$ cat config.mk
export PLATFORM = sky130hd
export DESIGN_NAME = fmr_resolver
export DESIGN_NICKNAME = d
export VERILOG_FILES = /design/src/pkg/fmr_pkg.sv /design/src/logic/fmr_resolver.sv
export VERILOG_INCLUDE_DIRS = /design/src /design/src/pkg
export SDC_FILE = /design/constraint.sdc
export NUM_CORES = 2
export LEC_CHECK = 0
export BUFFER_PORTS_ARGS = -buffer_cell sky130_fd_sc_hd__buf_2
export CAP_MARGIN = 40
export CORE_MARGIN = 4
export CORE_UTILIZATION = 50
export CTS_CLUSTER_SIZE = 16
export DETAILED_ROUTE_END_ITERATION = 10
export GPL_TIMING_DRIVEN = 0
export HOLD_SLACK_MARGIN = 0.15
export PLACE_DENSITY = 0.66
export REMOVE_ABC_BUFFERS = 1
export SLEW_MARGIN = 20
export SYNTH_ARGS = -nofsm -noshare
export SYNTH_HDL_FRONTEND = slang
export SYNTH_SLANG_ARGS = --single-unit
$ cat constraint.sdc
create_clock -name ref_clk -period 18.93 [get_ports ref_clk]
set_clock_uncertainty 0.05 [all_clocks]
set_input_delay 0 -clock ref_clk [delete_from_list [all_inputs] [get_ports ref_clk]]
set_output_delay 0 -clock ref_clk [all_outputs]
set_load 0.01 [all_outputs]
$ cat src/pkg/fmr_cfg.svh
// Constants of the font metrics resolver: offsets, codes and reset values.
`ifndef FMR_CFG_SVH
`define FMR_CFG_SVH
`define FMR_FONT_ROOT_ADDR 32'h002FFFFC
`define FMR_FLASH_BASE 32'h00800000
`define FMR_FLASH_SHIFT 5
`define FMR_EXT_SIGNATURE 32'h0100AAFF
`define FMR_LEGACY_DESC_BYTES 32'h94
`define FMR_LEG_FORMAT 32'h80
`define FMR_LEG_STRIDE 32'h84
`define FMR_LEG_HEIGHT 32'h8C
`define FMR_LEG_BASE 32'h90
`define FMR_EXT_FORMAT 32'h8
`define FMR_EXT_STRIDE 32'h10
`define FMR_EXT_HEIGHT 32'h14
`define FMR_EXT_BASE 32'h20
`define FMR_EXT_COUNT 32'h24
`define FMR_EXT_TABLE 32'h28
`define FMR_LEG_CODES 21'h80
`define FMR_ROM_FIRST 6'h10
`define FMR_ROM_LAST 6'h22
`define FMR_ROM_DEFAULT_LAST 6'h1F
`define FMR_ROM_HIGH_A 6'h11
`define FMR_ROM_HIGH_B 6'h13
`define FMR_ASCII_LO 21'h20
`define FMR_ASCII_HI 21'h7E
`define FMR_HIGH_CODE_LAST 21'h7F
`endif

$ cat src/pkg/fmr_pkg.sv
// Types shared by the font metrics resolver.
package fmr_pkg;
	typedef enum logic [3:0] {
		S_IDLE, S_ROOT, S_SIG, S_FMT, S_STRIDE, S_HEIGHT, S_BASE,
		S_COUNT, S_GOFF, S_WOFF, S_WIDTH, S_DONE
	} fmr_state_e;

	// One bitmap handle binding.
	typedef struct packed {
		logic bound;
		logic rom;
		logic [5:0] font;
		logic [31:0] ptr;
	} fmr_bind_s;

	// Font commands from the command parser.
	typedef struct packed {
		logic assign_rom;
		logic restore;
		logic register_font;
		logic [4:0] handle;
		logic [5:0] font;
		logic [31:0] ptr;
	} fmr_cmd_s;

	// Glyph lookup request.
	typedef struct packed {
		logic [4:0] handle;
		logic [20:0] code;
	} fmr_lookup_s;

	// Lookup answer.
	typedef struct packed {
		logic error;
		logic extended;
		logic in_flash;
		logic [7:0] width;
		logic [31:0] format;
		logic [31:0] glyph_addr;
	} fmr_result_s;
endpackage
$ cat src/logic/fmr_resolver.sv
// Font metrics resolver: handle bindings, descriptor walk and command-empty event.
// What this block does
// - Pulse command-empty when the last pending command finishes executing.
// - Lookups select their font by a five-bit handle, 0 to 31.
// - Legacy descriptor is 148 bytes; first 128 bytes are per-code widths.
// - Legacy words at 128..144: format, stride, width, height, glyph pointer.
// - Built-in descriptors form a 19-entry array; root location holds its base.
// - Built-in font n descriptor lies at base plus 148 times (n-16).
// - Extended descriptor starts with signature word, size at offset 4.
// - Extended words 8..36: format, swizzle, stride, height, sizes, base, count.
// - From offset 40, one glyph offset per 128 codes, relative to base.
// - Width offset table follows, entries relative to descriptor start.
// - Width is byte at descriptor plus width offset plus code mod 128.
// - Glyph address adds stride*height*(code mod 128), divided by 32 in flash.
// - Glyph base addresses graphics RAM or flash like bitmap source.
// - After reset built-in fonts 16..31 sit on handles 16..31.
// - Fonts 32..34 need assignment; restore command brings default bindings back.
// - Built-in fonts except 17, 19 hold codes 0x20..0x7E.
// - Fonts 17 and 19 use codes 0..0x7F; host subtracts the offset.
`timescale 1ns/1ps
`include "fmr_cfg.svh"

module fmr_resolver (
	input wire logic ref_clk,
	input wire logic sys_rst,
	input wire logic cmd_done,
	input wire logic [11:0] cmd_read_ptr,
	input wire logic [11:0] cmd_write_ptr,
	input wire fmr_pkg::fmr_cmd_s font_cmd,
	input wire logic lk_req,
	input wire fmr_pkg::fmr_lookup_s lk,
	input wire logic mem_ack,
	input wire logic [31:0] mem_rdata,
	output logic command_empty_interrupt,
	output logic coproc_idle,
	output logic lk_busy,
	output logic mem_req,
	output logic [31:0] mem_addr,
	output logic res_valid,
	output fmr_pkg::fmr_result_s res
);
	fmr_pkg::fmr_bind_s tab_r [32];
	fmr_pkg::fmr_state_e st_r, st_nxt;
	fmr_pkg::fmr_bind_s cur;
	logic [31:0] addr_nxt, mem_addr_r, desc_r, root_r, fmt_r, stride_r, height_r;
	logic [31:0] base_r, count_r, goff_r, woff_r, bpg, prod, gadd;
	logic [20:0] code_r;
	logic [7:0] width_r;
	logic err_r, err_nxt, ext_r, rom_r, mem_req_r, res_valid_r, irq_r, idle_r, busy_r;
	logic [5:0] font_r;
	fmr_pkg::fmr_result_s res_r;

	// Default binding: built-in fonts 16..31 on their own handle, rest unbound.
	function automatic fmr_pkg::fmr_bind_s default_bind(input logic [4:0] h);
		fmr_pkg::fmr_bind_s b;
		b = '0;
		b.font = {1'b0, h};
		b.bound = ({1'b0, h} >= `FMR_ROM_FIRST) && ({1'b0, h} <= `FMR_ROM_DEFAULT_LAST);
		b.rom = b.bound;
		return b;
	endfunction

	// A state that keeps a word read pending.
	function automatic logic is_read(input fmr_pkg::fmr_state_e s);
		return !(s == fmr_pkg::S_IDLE || s == fmr_pkg::S_DONE);
	endfunction

	// Code range a built-in font holds.
	function automatic logic rom_code_ok(input logic [5:0] f, input logic [20:0] c);
		if (f == `FMR_ROM_HIGH_A || f == `FMR_ROM_HIGH_B)
			return c <= `FMR_HIGH_CODE_LAST;
		return c >= `FMR_ASCII_LO && c <= `FMR_ASCII_HI;
	endfunction

	// Command-empty event and idle level from the command pointers.
	always_ff @(posedge ref_clk) begin
		if (sys_rst) begin
			irq_r <= 1'b0;
			idle_r <= 1'b1;
		end else begin
			irq_r <= cmd_done && (cmd_read_ptr == cmd_write_ptr);
			idle_r <= cmd_read_ptr == cmd_write_ptr;
		end
	end

	// Handle binding table, updated by the font commands.
	always_ff @(posedge ref_clk) begin
		if (sys_rst || font_cmd.restore) begin
			for (int i = 0; i < 32; i++) begin
				tab_r[i] <= default_bind(5'(i));
			end
		end else if (font_cmd.assign_rom) begin
			if (font_cmd.font >= `FMR_ROM_FIRST && font_cmd.font <= `FMR_ROM_LAST) begin
				tab_r[font_cmd.handle] <= {1'b1, 1'b1, font_cmd.font, 32'h0};
			end
		end else if (font_cmd.register_font) begin
			if (font_cmd.ptr < `FMR_FLASH_BASE) begin
				tab_r[font_cmd.handle] <= {1'b1, 1'b0, 6'h0, font_cmd.ptr};
			end
		end
	end

	assign cur = tab_r[lk.handle];

	// Walk order and address of the next descriptor word.
	always_comb begin
		st_nxt = st_r;
		addr_nxt = mem_addr_r;
		err_nxt = err_r;
		unique case (st_r)
			fmr_pkg::S_IDLE: if (lk_req) begin
				err_nxt = 1'b0;
				if (!cur.bound) begin
					err_nxt = 1'b1;
					st_nxt = fmr_pkg::S_DONE;
				end else if (cur.rom && !rom_code_ok(cur.font, lk.code)) begin
					err_nxt = 1'b1;
					st_nxt = fmr_pkg::S_DONE;
				end else if (cur.rom) begin
					st_nxt = fmr_pkg::S_ROOT;
					addr_nxt = `FMR_FONT_ROOT_ADDR;
				end else begin
					st_nxt = fmr_pkg::S_SIG;
					addr_nxt = cur.ptr;
				end
			end
			fmr_pkg::S_ROOT: if (mem_ack) begin
				st_nxt = fmr_pkg::S_SIG;
				addr_nxt = mem_rdata + 32'(`FMR_LEGACY_DESC_BYTES
					* {26'h0, font_r - `FMR_ROM_FIRST});
			end
			fmr_pkg::S_SIG: if (mem_ack) begin
				if (mem_rdata != `FMR_EXT_SIGNATURE && code_r >= `FMR_LEG_CODES) begin
					err_nxt = 1'b1;
					st_nxt = fmr_pkg::S_DONE;
				end else begin
					st_nxt = fmr_pkg::S_FMT;
					addr_nxt = desc_r + ((mem_rdata == `FMR_EXT_SIGNATURE) ?
						`FMR_EXT_FORMAT : `FMR_LEG_FORMAT);
				end
			end
			fmr_pkg::S_FMT: if (mem_ack) begin
				st_nxt = fmr_pkg::S_STRIDE;
				addr_nxt = desc_r + (ext_r ? `FMR_EXT_STRIDE : `FMR_LEG_STRIDE);
			end
			fmr_pkg::S_STRIDE: if (mem_ack) begin
				st_nxt = fmr_pkg::S_HEIGHT;
				addr_nxt = desc_r + (ext_r ? `FMR_EXT_HEIGHT : `FMR_LEG_HEIGHT);
			end
			fmr_pkg::S_HEIGHT: if (mem_ack) begin
				st_nxt = fmr_pkg::S_BASE;
				addr_nxt = desc_r + (ext_r ? `FMR_EXT_BASE : `FMR_LEG_BASE);
			end
			fmr_pkg::S_BASE: if (mem_ack) begin
				if (ext_r) begin
					st_nxt = fmr_pkg::S_COUNT;
					addr_nxt = desc_r + `FMR_EXT_COUNT;
				end else begin
					st_nxt = fmr_pkg::S_WIDTH;
					addr_nxt = desc_r + {11'h0, code_r};
				end
			end
			fmr_pkg::S_COUNT: if (mem_ack) begin
				if ({11'h0, code_r} >= mem_rdata) begin
					err_nxt = 1'b1;
					st_nxt = fmr_pkg::S_DONE;
				end else begin
					st_nxt = fmr_pkg::S_GOFF;
					addr_nxt = desc_r + `FMR_EXT_TABLE
						+ {16'h0, code_r[20:7], 2'b00};
				end
			end
			fmr_pkg::S_GOFF: if (mem_ack) begin
				st_nxt = fmr_pkg::S_WOFF;
				addr_nxt = desc_r + `FMR_EXT_TABLE + {count_r[31:2], 2'b00} / 32'h20
					+ {16'h0, code_r[20:7], 2'b00};
			end
			fmr_pkg::S_WOFF: if (mem_ack) begin
				st_nxt = fmr_pkg::S_WIDTH;
				addr_nxt = desc_r + mem_rdata + {25'h0, code_r[6:0]};
			end
			fmr_pkg::S_WIDTH: if (mem_ack) begin
				st_nxt = fmr_pkg::S_DONE;
			end
			fmr_pkg::S_DONE: st_nxt = fmr_pkg::S_IDLE;
		endcase
	end

	// State, pending read and its address.
	always_ff @(posedge ref_clk) begin
		if (sys_rst) begin
			st_r <= fmr_pkg::S_IDLE;
			mem_req_r <= 1'b0;
			mem_addr_r <= 32'h0;
			err_r <= 1'b0;
			busy_r <= 1'b0;
		end else begin
			st_r <= st_nxt;
			mem_req_r <= is_read(st_nxt);
			mem_addr_r <= addr_nxt;
			err_r <= err_nxt;
			busy_r <= st_nxt != fmr_pkg::S_IDLE;
		end
	end

	// Fields caught from the descriptor words as they arrive.
	always_ff @(posedge ref_clk) begin
		if (sys_rst) begin
			{desc_r, root_r, fmt_r, stride_r, height_r} <= '0;
			{base_r, count_r, goff_r, woff_r} <= '0;
			{code_r, font_r, ext_r, rom_r, width_r} <= '0;
		end else begin
			if (st_r == fmr_pkg::S_IDLE && lk_req) begin
				code_r <= lk.code;
				font_r <= cur.font;
				rom_r <= cur.rom;
				ext_r <= 1'b0;
				goff_r <= 32'h0;
			end
			if (st_nxt == fmr_pkg::S_SIG && st_r != fmr_pkg::S_SIG)
				desc_r <= addr_nxt;
			if (mem_ack) begin
				unique case (st_r)
					fmr_pkg::S_ROOT: root_r <= mem_rdata;
					fmr_pkg::S_SIG: ext_r <= mem_rdata == `FMR_EXT_SIGNATURE;
					fmr_pkg::S_FMT: fmt_r <= mem_rdata;
					fmr_pkg::S_STRIDE: stride_r <= mem_rdata;
					fmr_pkg::S_HEIGHT: height_r <= mem_rdata;
					fmr_pkg::S_BASE: base_r <= mem_rdata;
					fmr_pkg::S_COUNT: count_r <= mem_rdata;
					fmr_pkg::S_GOFF: goff_r <= mem_rdata;
					fmr_pkg::S_WOFF: woff_r <= mem_rdata;
					fmr_pkg::S_WIDTH: width_r <= mem_rdata[{mem_addr_r[1:0], 3'b000} +: 8];
					default: ;
				endcase
			end
		end
	end

	// Glyph address; flash glyphs count the product in 32-byte units.
	assign bpg = 32'(stride_r * height_r);
	assign prod = 32'(bpg * {25'h0, code_r[6:0]});
	assign gadd = base_r + goff_r + ((base_r >= `FMR_FLASH_BASE) ?
		(prod >> `FMR_FLASH_SHIFT) : prod);

	// Answer register, one pulse per lookup.
	always_ff @(posedge ref_clk) begin
		if (sys_rst) begin
			res_valid_r <= 1'b0;
			res_r <= '0;
		end else begin
			res_valid_r <= st_r == fmr_pkg::S_DONE;
			if (st_r == fmr_pkg::S_DONE) begin
				res_r.error <= err_r;
				res_r.extended <= ext_r;
				res_r.in_flash <= base_r >= `FMR_FLASH_BASE;
				res_r.width <= err_r ? 8'h0 : width_r;
				res_r.format <= fmt_r;
				res_r.glyph_addr <= err_r ? 32'h0 : gadd;
			end
		end
	end

	assign command_empty_interrupt = irq_r;
	assign coproc_idle = idle_r;
	assign lk_busy = busy_r;
	assign mem_req = mem_req_r;
	assign mem_addr = mem_addr_r;
	assign res_valid = res_valid_r;
	assign res = res_r;
endmodule // fmr_resolver

==> impl_metrics.csv <==
group,metric,value,unit
outcome,outcome,"complete, no violations",
drt,drc,0,
critical_path,crit_type,"reg -> reg",
timing,drv_slew,0,
layout,top_register,"tab_r",
synth,post_synth_inst_count,9650,
synth,yosysWarningCount,0,
hold_path,min_path_type,"in -> reg",
cts,cts_buffers,177,
layout,final_nets,11219,
die,die_h,468,um
timing,fmax,64.4,MHz
global_route,grt_pass1_wl,529000,um
power,powerDensity,90.0,nW/um^2
synth,synthTopCellsByCount,"1248 x edfxtp_1, 1088 x nand2_1, 854 x nor2_1",
critical_path,path_max_fanout,18,
layout,drive_gt1_frac,0.123,
critical_path,worstPathRequired,19.60,ns
cts,cts.sinks,1636,
critical_path,cp_slowest_cell,"dfxtp_1",
timing,setup-tns-final,0,ns
critical_path,max_stage_delay,0.85,ns
placed_design,portBuffers,244,
global_route,first_global_vias,81099,
timing,rsz0062_at_grt,"no",
synth,synth-seq-area-share,0.428,
timing,final_hold_viol_count,0,
placed_design,dp_cells,12486,
hold_path,holdPathStages,4,
synth,synth_area_per_cell,10.9,sq um
global_route,grtUsageMet2,0.536,
synth,synth_edf_count,1248,
die,io_pins,245,
critical_path,arrival,16.21,ns
power,comb_power_share,0.273,
die,die_w,468,um
synth,yosysMostFrequentCell,"edfxtp_1",
drt,viasPerCell,6.11,
critical_path,rr_endpoint,"res[31]$_SDFFE_PP0P_",
cts,htree_num_levels,4,
global_route,top_usage_layer,"met2",
layout,layoutNonFillerInstCount,13054,
global_route,grtUsageMet1,0.410,
drt,dr.pass1.iters,9,
synth,async_reset_ff_frac,0,
global_route,grt_overflow,0,
die,core,210000,sq um
drt,drt_iter0_drc,8606,
global_route,grt_start_max_net_pins,117,
global_route,gr-usage-all-layers,0.326,
critical_path,cp_num_buf_inv,7,
power,p_switching,0.00373,W
timing,tightestPinTransition,0.957,ns
cts,cts_buffer_depth,3,
placed_design,dp_hpwl,247000,um
synth,syn-cell-area,106000,sq um
power,p_int,0.00715,W
critical_path,r2r_setup_slack,3.39,ns
hold_path,min_to,"goff_r[7]$_SDFF_PP0_",
power,leakage,48.9,nW
die,initial_core_util,0.504,
synth,synth.top_cell.area_share,0.355,
hold_path,hp-start,"mem_rdata[7]",
critical_path,path_delay_family,"adder cells",
timing,post-route-min-period,15.54,ns
synth,synth_flop_cell,"edfxtp_1",
timing,finalWorstSetupSlack,3.39,ns
synth,synthDistinctLibCells,97,
timing,period_share,0.821,
layout,largest_register_ffs,1264,
timing,setup_viol,0,
timing,slew_headroom,0.361,
global_route,antenna_found_initial,18,
cts,postCtsSetupBuffers,0,
critical_path,r2r-start,"stride_r[15]$_SDFFE_PP0P_",
critical_path,r2r_cells,48,
cts,cts_tree,"yes",
die,dieArea,219000,sq um
global_route,grtUsageMet3,0.0660,
die,core.rowCount,168,
cts,clkTransAtPathRegs,0.06,ns
power,power_frac_clock,0.319,
critical_path,startpoint_type,"register",
placed_design,pre_cts_ws,3.43,ns
power,ir_drop,104,uV
drt,routedWlPerCell,27.5,um
critical_path,endpoint_kind,"register",
cts,cts_root_buffer,"clkbuf_16",
cts,insertion_delay,0.89,ns
power,switching_share,0.343,
drt,routed_wl,358000,um
power,seqPwrFrac,0.408,
synth,synthTopCellsByArea,"edfxtp_1 35%, fa_1 11%, mux4_2 8.6%",
flow_run,cap_viol_max_count,0,
layout,area_growth,14.5,%
placed_design,place.gp.congestion,1.00,
drt,ant_nets,0,
synth,yosys_register_bits,1636,
synth,synth_top_area_cell,"edfxtp_1",
drt,vias,79794,
critical_path,crit_top_cell,"fa_1",
cell usage in the layout (no fill, tap or decap), types with 28 or more instances in the layout:
master and count:
xnor2_1 241, nand2_4 33, o211ai_1 47, a21o_1 80, o22ai_1 28, a22oi_1 59
edfxtp_1 1248, nor3_1 93, clkbuf_16 178, dlygate4sd3_1 227, and3_1 417, a211oi_1 66
mux2i_1 57, buf_12 46, nand3_1 87, inv_1 728, nor2_1 822, buf_16 57
nor2b_1 34, fa_1 602, clkbuf_1 38, ha_1 386, and2_1 540, o21bai_1 28
buf_8 40, nand2_1 1033, xor2_1 118, a31oi_1 42, buf_2 240, conb_1 288
nand4_1 42, o21a_1 54, nor2_4 28, nor4_1 35, a21oi_1 512, mux4_2 403
dfxtp_1 367, clkinv_1 34, o21ai_0 266, nand2b_1 44
per-layer routing:
layer,vias to the layer above,wire length (um)
met5,-,71
met4,10,21700
met3,952,32800
met2,4103,171000
met1,40248,133000
li1,34481,-
worst reg2reg max path: cells and delay by family (launching register included):
family                   cells  cell delay [ns]
adder cells (fa/ha/maj)     16             7.54
AND/OR/NAND/NOR             12             3.08
AO/OA/AOI/OAI                8             2.04
XOR/XNOR                     4             1.07
flip-flops                   1             0.85
buffers and inverters        7             0.58
multiplexers                 1             0.25
repair_timing:
| action | in CTS | in global routing |
|---|---|---|
| setup endpoints to repair | 0 | 0 |
| resized for setup | 0 | 0 |
| endpoints found under the hold margin | 1743 | 0 |
| hold buffers | 228 | 0 |
stage by stage:
step	util	hold WS, ns	instance area, sq um	power, W
after global routing	0.576	0.219	121000	0.0113
after CTS	0.576	0.155	121000	0.0108
after floorplan	-	0.0191	104000	0.00604
final	0.576	0.223	121000	0.0109
after detailed placement	0.537	0.159	113000	0.00730
after global placement	0.519	0.152	109000	0.00716
power by group through the flow:
stage | logic, W | clock network [W] | registers, W
after floorplan | 0.00166 | 0 | 0.00438
after global placement | 0.00263 | 0 | 0.00453
after detailed placement | 0.00279 | 0 | 0.00451
after CTS | 0.00287 | 0.00352 | 0.00443
after global routing | 0.00315 | 0.00366 | 0.00446
final | 0.00297 | 0.00347 | 0.00444
layout make-up:
| class | instances | area (sq um) |
|---|---|---|
| Fill cell | 17503 | 88900 |
| Multi-Input combinational cell | 6908 | 56700 |
| Sequential cell | 1636 | 45300 |
| Timing Repair Buffer | 642 | 6830 |
| Clock buffer | 227 | 4750 |
| Tap cell | 2805 | 3510 |
| Inverter | 733 | 2750 |
| Clock inverter | 93 | 1060 |
| Antenna cell | 10 | 25.0 |
cell families (layout without fill, tap and decap cells):
family / after synthesis / in the layout / share of synthesized area
compound gates: 1436 / 1436 / 0.0859
other cells: 1 / 298 / 0.0000355
xor+xnor: 362 / 362 / 0.0304
mux: 471 / 471 / 0.0925
fa+ha+maj: 988 / 988 / 0.160
simple gates: 3363 / 3363 / 0.152
buf+inv: 1393 / 1695 / 0.0508
flops: 1636 / 1636 / 0.428
worst max-delay path by stage:
| stage | from | endpoint | slack [ns] | depth (start not counted) |
|---|---|---|---|---|
| finish | stride_r[15]$_SDFFE_PP0P_ | res[31]$_SDFFE_PP0P_ | 3.39 | 48 |
| global route | stride_r[17]$_SDFFE_PP0P_ | res[31]$_SDFFE_PP0P_ | 2.72 | 47 |
| CTS | stride_r[15]$_SDFFE_PP0P_ | res[31]$_SDFFE_PP0P_ | 3.33 | 48 |
| detailed placement | stride_r[16]$_SDFFE_PP0P_ | res[31]$_SDFFE_PP0P_ | 3.43 | 47 |
| global placement | sys_rst | tab_r[15][24]$_DFFE_PP_ | -5.70 | 7 |
| floorplan | height_r[3]$_SDFFE_PP0P_ | res[31]$_SDFFE_PP0P_ | 5.55 | 47 |
Note: power is estimated with default switching activity, not from simulation.
